$ cat src/verilog/rocr_defines.svh
`ifndef ROCR_DEFINES_SVH
`define ROCR_DEFINES_SVH
`define ROCR_OFS_DEVID 8'h00
`define ROCR_OFS_RESET 8'h01
`define ROCR_OFS_OUTCFG 8'h02
`define ROCR_OFS_GENCFG 8'h03
`define ROCR_OFS_I2CCTL 8'h05
`define ROCR_RST_RESET 8'h04
`define ROCR_RST_OUTCFG 8'h00
`define ROCR_RST_GENCFG 8'hF0
`define ROCR_RST_I2CCTL 8'h1E
`define ROCR_BIT_KEEP 0
`define ROCR_BIT_FULL 1
`define ROCR_BIT_RCH 2
`define ROCR_BIT_OSC 5
`define ROCR_BIT_OVR 6
`define ROCR_BIT_OE 7
`define ROCR_BIT_OSS 4
`define ROCR_BIT_PT 3
`define ROCR_BIT_PTALL 7
`define ROCR_MASK_RESET 8'h07
`define ROCR_MASK_OUTCFG 8'hF0
`define ROCR_PULSE_CYC 2
`endif

$ cat src/verilog/rocr_pkg.sv
package rocr_pkg;
    typedef enum logic [1:0]
    {
        ROCR_RUN = 2'b00,
        ROCR_PULSE = 2'b01
    } rocr_state_t;
endpackage

$ cat src/verilog/rocr_regs.sv
`timescale 1ns/1ps
`include "rocr_defines.svh"
module rocr_regs
    import rocr_pkg::*;
#(
    parameter int PULSE_CYC = `ROCR_PULSE_CYC
)
(
    // clock and reset
    input wire logic clk_sys,
    input wire logic rst_b,
    // register access port, arbitrated upstream
    input wire logic wr_en,
    input wire logic wr_remote,
    input wire logic [7:0] wr_addr,
    input wire logic [7:0] wr_data,
    input wire logic [7:0] rd_addr,
    output logic [7:0] rd_data,
    // strap value latched at start-up for the device address register
    input wire logic [7:0] strap_dev_id,
    // link status, asynchronous to clk_sys
    input wire logic lock_pin,
    // block controls
    output logic return_channel_active,
    output logic out_enable_eff,
    output logic unlocked_pin_state,
    output logic fallback_osc_to_pixclk,
    output logic logic_reset_b,
    output logic regs_reset_pulse
);
    // the pulse counter is four bits wide
    if (PULSE_CYC < 1 || PULSE_CYC > 15)
    begin : g_pulse_range
        $error("PULSE_CYC out of range");
    end

    // ************************************************
    // register state
    // ************************************************
    logic return_channel_on;
    logic [7:4] outcfg;
    logic [7:0] gencfg;
    logic [7:0] i2cctl;
    logic [7:0] dev_id;
    logic [7:0] strap_q;
    logic strap_seen;
    logic [2:0] lock_sync;
    logic lock_q;
    rocr_state_t state;
    logic [3:0] pulse_cnt;
    logic pulse_full;

    function automatic logic hit(input logic [7:0] a, input logic [7:0] ofs);
        hit = (a == ofs);
    endfunction

    wire logic do_wr = wr_en && state == ROCR_RUN;
    wire logic req_full = do_wr && hit(wr_addr, `ROCR_OFS_RESET) && wr_data[`ROCR_BIT_FULL];
    wire logic req_keep = do_wr && hit(wr_addr, `ROCR_OFS_RESET) && wr_data[`ROCR_BIT_KEEP];
    wire logic reg_clear = pulse_full && state == ROCR_PULSE;

    // strap latched once after release; never touched by digital reset
    always_ff @(posedge clk_sys)
    begin
        if (!rst_b)
        begin
            strap_seen <= 1'b0;
            strap_q <= 8'h00;
        end
        else if (!strap_seen)
        begin
            strap_seen <= 1'b1;
            strap_q <= strap_dev_id;
        end
    end

    // ************************************************
    // reset pulse sequencer
    // ************************************************
    always_ff @(posedge clk_sys)
    begin
        if (!rst_b)
        begin
            state <= ROCR_RUN;
            pulse_cnt <= 4'h0;
            pulse_full <= 1'b0;
        end
        else
        begin
            case (state)
                ROCR_RUN:
                begin
                    if (req_full || req_keep)
                    begin
                        state <= ROCR_PULSE;
                        pulse_cnt <= 4'(PULSE_CYC - 1);
                        pulse_full <= req_full;
                    end
                end
                ROCR_PULSE:
                begin
                    if (pulse_cnt == 4'h0)
                    begin
                        state <= ROCR_RUN;
                        pulse_full <= 1'b0;
                    end
                    else
                    begin
                        pulse_cnt <= pulse_cnt - 4'h1;
                    end
                end
                default:
                begin
                    state <= ROCR_RUN;
                end
            endcase
        end
    end

    // ************************************************
    // register file
    // ************************************************
    always_ff @(posedge clk_sys)
    begin
        if (!rst_b)
        begin
            return_channel_on <= 1'(`ROCR_RST_RESET >> `ROCR_BIT_RCH);
            outcfg <= 4'(`ROCR_RST_OUTCFG >> 4);
            gencfg <= `ROCR_RST_GENCFG;
            i2cctl <= `ROCR_RST_I2CCTL;
            dev_id <= 8'h00;
        end
        else if (reg_clear)
        begin
            // reset control reloads its reset value with bit 2 set, so the channel enable goes back on
            return_channel_on <= 1'(`ROCR_RST_RESET >> `ROCR_BIT_RCH);
            outcfg <= 4'(`ROCR_RST_OUTCFG >> 4);
            gencfg <= `ROCR_RST_GENCFG;
            i2cctl <= `ROCR_RST_I2CCTL;
            dev_id <= strap_q;
        end
        else if (!strap_seen)
        begin
            dev_id <= strap_dev_id;
        end
        else if (do_wr)
        begin
            if (hit(wr_addr, `ROCR_OFS_RESET))
            begin
                if (wr_data[`ROCR_BIT_RCH] || !wr_remote)
                begin
                    return_channel_on <= wr_data[`ROCR_BIT_RCH];
                end
            end
            if (hit(wr_addr, `ROCR_OFS_OUTCFG))
            begin
                outcfg <= wr_data[7:4];
            end
            if (hit(wr_addr, `ROCR_OFS_GENCFG))
            begin
                gencfg <= wr_data;
            end
            if (hit(wr_addr, `ROCR_OFS_I2CCTL))
            begin
                i2cctl <= wr_data;
            end
            if (hit(wr_addr, `ROCR_OFS_DEVID))
            begin
                dev_id <= wr_data;
            end
        end
    end

    // ************************************************
    // lock synchroniser
    // ************************************************
    always_ff @(posedge clk_sys)
    begin
        if (!rst_b)
        begin
            lock_sync <= 3'b000;
            lock_q <= 1'b0;
        end
        else
        begin
            lock_sync <= {lock_sync[1:0], lock_pin};
            if (lock_sync[1] == lock_sync[2])
            begin
                lock_q <= lock_sync[2];
            end
        end
    end

    // ************************************************
    // outputs and readback
    // ************************************************
    always_ff @(posedge clk_sys)
    begin
        if (!rst_b)
        begin
            return_channel_active <= 1'b1;
            out_enable_eff <= 1'b1;
            unlocked_pin_state <= 1'b1;
            fallback_osc_to_pixclk <= 1'b0;
            logic_reset_b <= 1'b1;
            regs_reset_pulse <= 1'b0;
            rd_data <= 8'h00;
        end
        else
        begin
            return_channel_active <= return_channel_on || gencfg[`ROCR_BIT_PT] || i2cctl[`ROCR_BIT_PTALL];
            out_enable_eff <= outcfg[`ROCR_BIT_OVR] ? outcfg[`ROCR_BIT_OE] : 1'b1;
            unlocked_pin_state <= outcfg[`ROCR_BIT_OVR] ? outcfg[`ROCR_BIT_OSS] : 1'b1;
            fallback_osc_to_pixclk <= outcfg[`ROCR_BIT_OSC] && !lock_q;
            // logic reset is held low while either pulse runs
            logic_reset_b <= !(req_full || req_keep || (state == ROCR_PULSE && pulse_cnt != 4'h0));
            regs_reset_pulse <= req_full;
            // reset bits never read back as 1 since they self-clear
            if (hit(rd_addr, `ROCR_OFS_RESET))
            begin
                rd_data <= {5'h00, return_channel_on, 2'b00} & `ROCR_MASK_RESET;
            end
            else if (hit(rd_addr, `ROCR_OFS_OUTCFG))
            begin
                rd_data <= {outcfg, 4'h0} & `ROCR_MASK_OUTCFG;
            end
            else if (hit(rd_addr, `ROCR_OFS_GENCFG))
            begin
                rd_data <= gencfg;
            end
            else if (hit(rd_addr, `ROCR_OFS_I2CCTL))
            begin
                rd_data <= i2cctl;
            end
            else if (hit(rd_addr, `ROCR_OFS_DEVID))
            begin
                rd_data <= dev_id;
            end
            else
            begin
                rd_data <= 8'h00;
            end
        end
    end
endmodule

$ cat config.mk
export PLATFORM = sky130hd
export DESIGN_NAME = rocr_regs
export DESIGN_NICKNAME = d
export VERILOG_FILES = /design/src/verilog/rocr_pkg.sv /design/src/verilog/rocr_regs.sv
export VERILOG_INCLUDE_DIRS = /design/src /design/src/verilog
export SDC_FILE = /design/constraint.sdc
export NUM_CORES = 1
export LEC_CHECK = 0
export ABC_AREA = 1
export ABC_CLOCK_PERIOD_IN_PS = 1800
export BUFFER_PORTS_ARGS = -buffer_cell sky130_fd_sc_hd__buf_2
export CORE_ASPECT_RATIO = 0.6
export CORE_MARGIN = 2
export CORE_UTILIZATION = 55
export CTS_CLUSTER_DIAMETER = 30
export DETAILED_ROUTE_END_ITERATION = 8
export PLACE_DENSITY_LB_ADDON = 0.08
export SETUP_SLACK_MARGIN = 0.4
export SLEW_MARGIN = 40
export SYNTH_ARGS = -nofsm -noshare
export SYNTH_HDL_FRONTEND = slang
export SYNTH_SLANG_ARGS = --single-unit
$ cat constraint.sdc
create_clock -name clk_sys -period 1.8 [get_ports clk_sys]
set_clock_uncertainty 0.1 [all_clocks]
set_input_delay 0.36 -clock clk_sys [delete_from_list [all_inputs] [get_ports clk_sys]]
set_output_delay 0.36 -clock clk_sys [all_outputs]
set_load 0.1 [all_outputs]
==> out/qor.csv <==
metric,value,unit
Seq pwr share,48.8,%
Worst R2R Start,state[0],
placed wire-length estimate,5.098,mm
via count,2790,
largest family of logic cells by synthesized area,simple AND/OR/NAND/NOR gates,
YS warnings,0,
sw power,0.0006996,W
Post-Synth Simple-Gate Area,28.77,%
Max Buffers Root-to-Sink,2,
register area share after synthesis,45.59,%
Max Clk Rate,624.1,MHz
Core Region,4659,um2
Pleak,1.645,nW
routability congestion estimate,0.8954,
CP endpoint kind,flip-flop,
Synth area leaders,"dfxtp_1 46%, nand2_1 11%, a21oi_1 8.3%, nand3_1 5.1%, inv_1 5.1%",
Comb power frac,8.2,%
die outline width,94.83,um
Post-Synth XOR/XNOR Area,0.3217,%
Sw Ratio,24.13,%
Cells after DPL,475,
Hold Path Stages,3,
post-synthesis cell count,364,
adder-cell share of the synthesized area,0.9191,%
PortBufs,50,
Sequential Area,1250,um2
post-DR wirelength/cell,15.32,um
I/O Pins,51,
Clock power frac,43.0,%
first-pass GRT wire length,11.25,mm
Synth Area in Compound Gates,16.41,%
Die Y,58.50,um
CTS Buf Count,9,
cell taking the most area after synthesis,dfxtp_1,
Worst slew margin,72.47,%
multiplexer area fraction after synthesis,0,%
Tightest Hold Check Type,input port to flip-flop,
Mean Syn Cell Area,7.480,um2
"count leader, synth",nand2_1,
synth-to-layout area growth,31.71,%
Post-synth ARST share,0,%
Antenna Cells,0,
final count of negative-setup-slack endpoints,0,
Worst Tran Pin Value,0.4107,ns
DRT antenna net count,0,
Pint,0.002200,W
Iteration-0 DRC Markers,188,
final worst path period need,1.602,ns
Yosys cell types,30,
Die ar.,5548,um2
CTS tree,yes,
startpoint types,flip-flop,
r2r worst-path depth,6,
final hold violation count,0,
RSZ-0062 raised after global routing,yes,
Clock Latency Late Sink,0.34,ns
setup TNS,0,ns
"Reg clk slew, reported paths",0.07,ns
Worst R2R Setup Slack,0.20,ns
most common library cells after synthesis,"77 x nand2_1, 62 x dfxtp_1, 45 x a21oi_1",
Reg2Reg Capture Point,gencfg[3],
critical path arrival,1.73,ns
post-synthesis net count,403,
Post-synth EDFFs,0,
Non-Filler Instances,508,
"Slew Viols, Final",0,
FILL cells,359,
H-tree depth,3,
Synth Register Bits,62,
crit path kind,flip-flop to flip-flop,
multi-input logic area,1373,um2
"Data required, critical path",1.93,ns
antenna violations before repair,0,
row cnt,19,
# hold bufs at CTS,0,
pin count of the biggest net entering global routing,18,
Max-Cap Viols,0,
final WL,7.785,mm
initial core utilization,58.43,%
Post-Synthesis Cell Area,2723,um2
Worst Hold Launch,lock_pin,
DRC Markers,0,
status,completed,
vias in the first global route,2523,
Vias/cell,5.492,
pwr dens,808.5,nW/um2
GRT Util Overall,27.24,%
VDD IR max,0.5835,mV
Detailed Routing Iterations Pass 1,4,
clock root buffer,clkbuf_8,
final period utilization,89.01,%
share of layout cells above drive strength 1,28.99,%
Synth top area share,45.59,%
hold endpoint,lock_sync[0],
NumNets Final,479,
crit path max fanout,7,
# clock sinks,62,
most used flip-flop cell after synthesis,dfxtp_1,
aggregate global routing overflow,0,
per-stage QoR:
stage | util [%] | power, W | setup slack [ns] | area (um2) | hold slack, ns
floorplan | - | 0.001566 | 0.4310 | 2723 | 0.2877
global placement | 65.28 | 0.001646 | 0.1878 | 3042 | 0.2979
detailed placement | 65.28 | 0.001653 | 0.1010 | 3042 | 0.3136
CTS | 72.37 | 0.002888 | 0.3336 | 3372 | 0.09875
global route | 76.96 | 0.002999 | 0.2141 | 3586 | 0.1309
finish | 76.96 | 0.002899 | 0.1977 | 3586 | 0.1055
layout make-up:
| type | instances | share of cell area [%] |
|---|---|---|
| multi-input cells | 254 | 38.28 |
| clock buffers | 13 | 4.431 |
| well taps | 63 | 2.198 |
| repair buffers | 71 | 14.38 |
| inverters | 42 | 4.676 |
| clock inverters | 3 | 1.186 |
| flip-flops and latches | 62 | 34.86 |
power by group through the flow:
stage	clock [W]	combinational (W)	sequential, W
floorplan	0	0.000120	0.00145
global placement	0	0.000200	0.00145
detailed placement	0	0.000205	0.00145
CTS	0.00126	0.000211	0.00142
global route	0.00132	0.000260	0.00142
finish	0.00125	0.000238	0.00142
worst max-delay path, stage by stage, from the launching register on:
cell and delay [ns]:
dfxtp_4 0.37, inv_4 0.07, nand3_4 0.11, nor3_4 0.30
nand2_2 0.20, o21ai_0 0.27, a21oi_1 0.08
state kept, by name, indices dropped and copies added, names as in the netlist, 3 cells and up:
name and cells:
gencfg 8, lock_sync 3, outcfg 4, dev_id 8, strap_q 8, i2cctl 8, pulse_cnt 4, rd_data 8
logic make-up (layout without fill, tap and decap cells):
family / after synthesis / in the layout
buffers and inverters: 50 / 129
flip-flops: 62 / 62
XOR/XNOR: 1 / 1
adder cells (fa/ha/maj): 2 / 2
AND/OR/NAND/NOR: 164 / 166
AO/OA/AOI/OAI: 85 / 85
layer usage:
layer  vias up  wire (um)  track usage (%)
met5         -          0                0
met4         0        148            7.660
met3        16        767            10.76
met2       130       3390            43.16
met1      1296       3479            35.01
li1       1348          -                -
how the worst max path moves through the flow:
stage | from | end | cells after the start
2_1_floorplan | fallback_osc_to_pixclk | fallback_osc_to_pixclk | 0
3_3_place_gp | wr_addr[7] | gencfg[3] | 7
3_5_place_dp | wr_addr[7] | gencfg[5] | 7
4_1_cts | state[0] | gencfg[5] | 6
5_1_grt | state[0] | gencfg[3] | 6
6_report | state[0] | gencfg[3] | 6
timing repair:
item / in CTS / in global routing
pin swaps: 1 / 10
setup buffers: 6 / 9
gates cloned: 0 / 2
endpoints found under the hold margin: 0 / 0
resized for setup: 29 / 37
setup endpoints to repair: 40 / 40
cells in the final DEF, fill, tap and decap left out, drive strengths merged:
master     n
a21oi     45
buf       71
bufinv     1
clkbuf    13
clkinv     2
clkinvlp   1
dfxtp     62
ha         2
inv       41
nand2     83
nand3     31
nand4      5
nor2      40
nor3       5
o211ai     3
o21a       4
o21ai     33
or2        2
xnor2      1
Power figures use the tool's default switching activity.
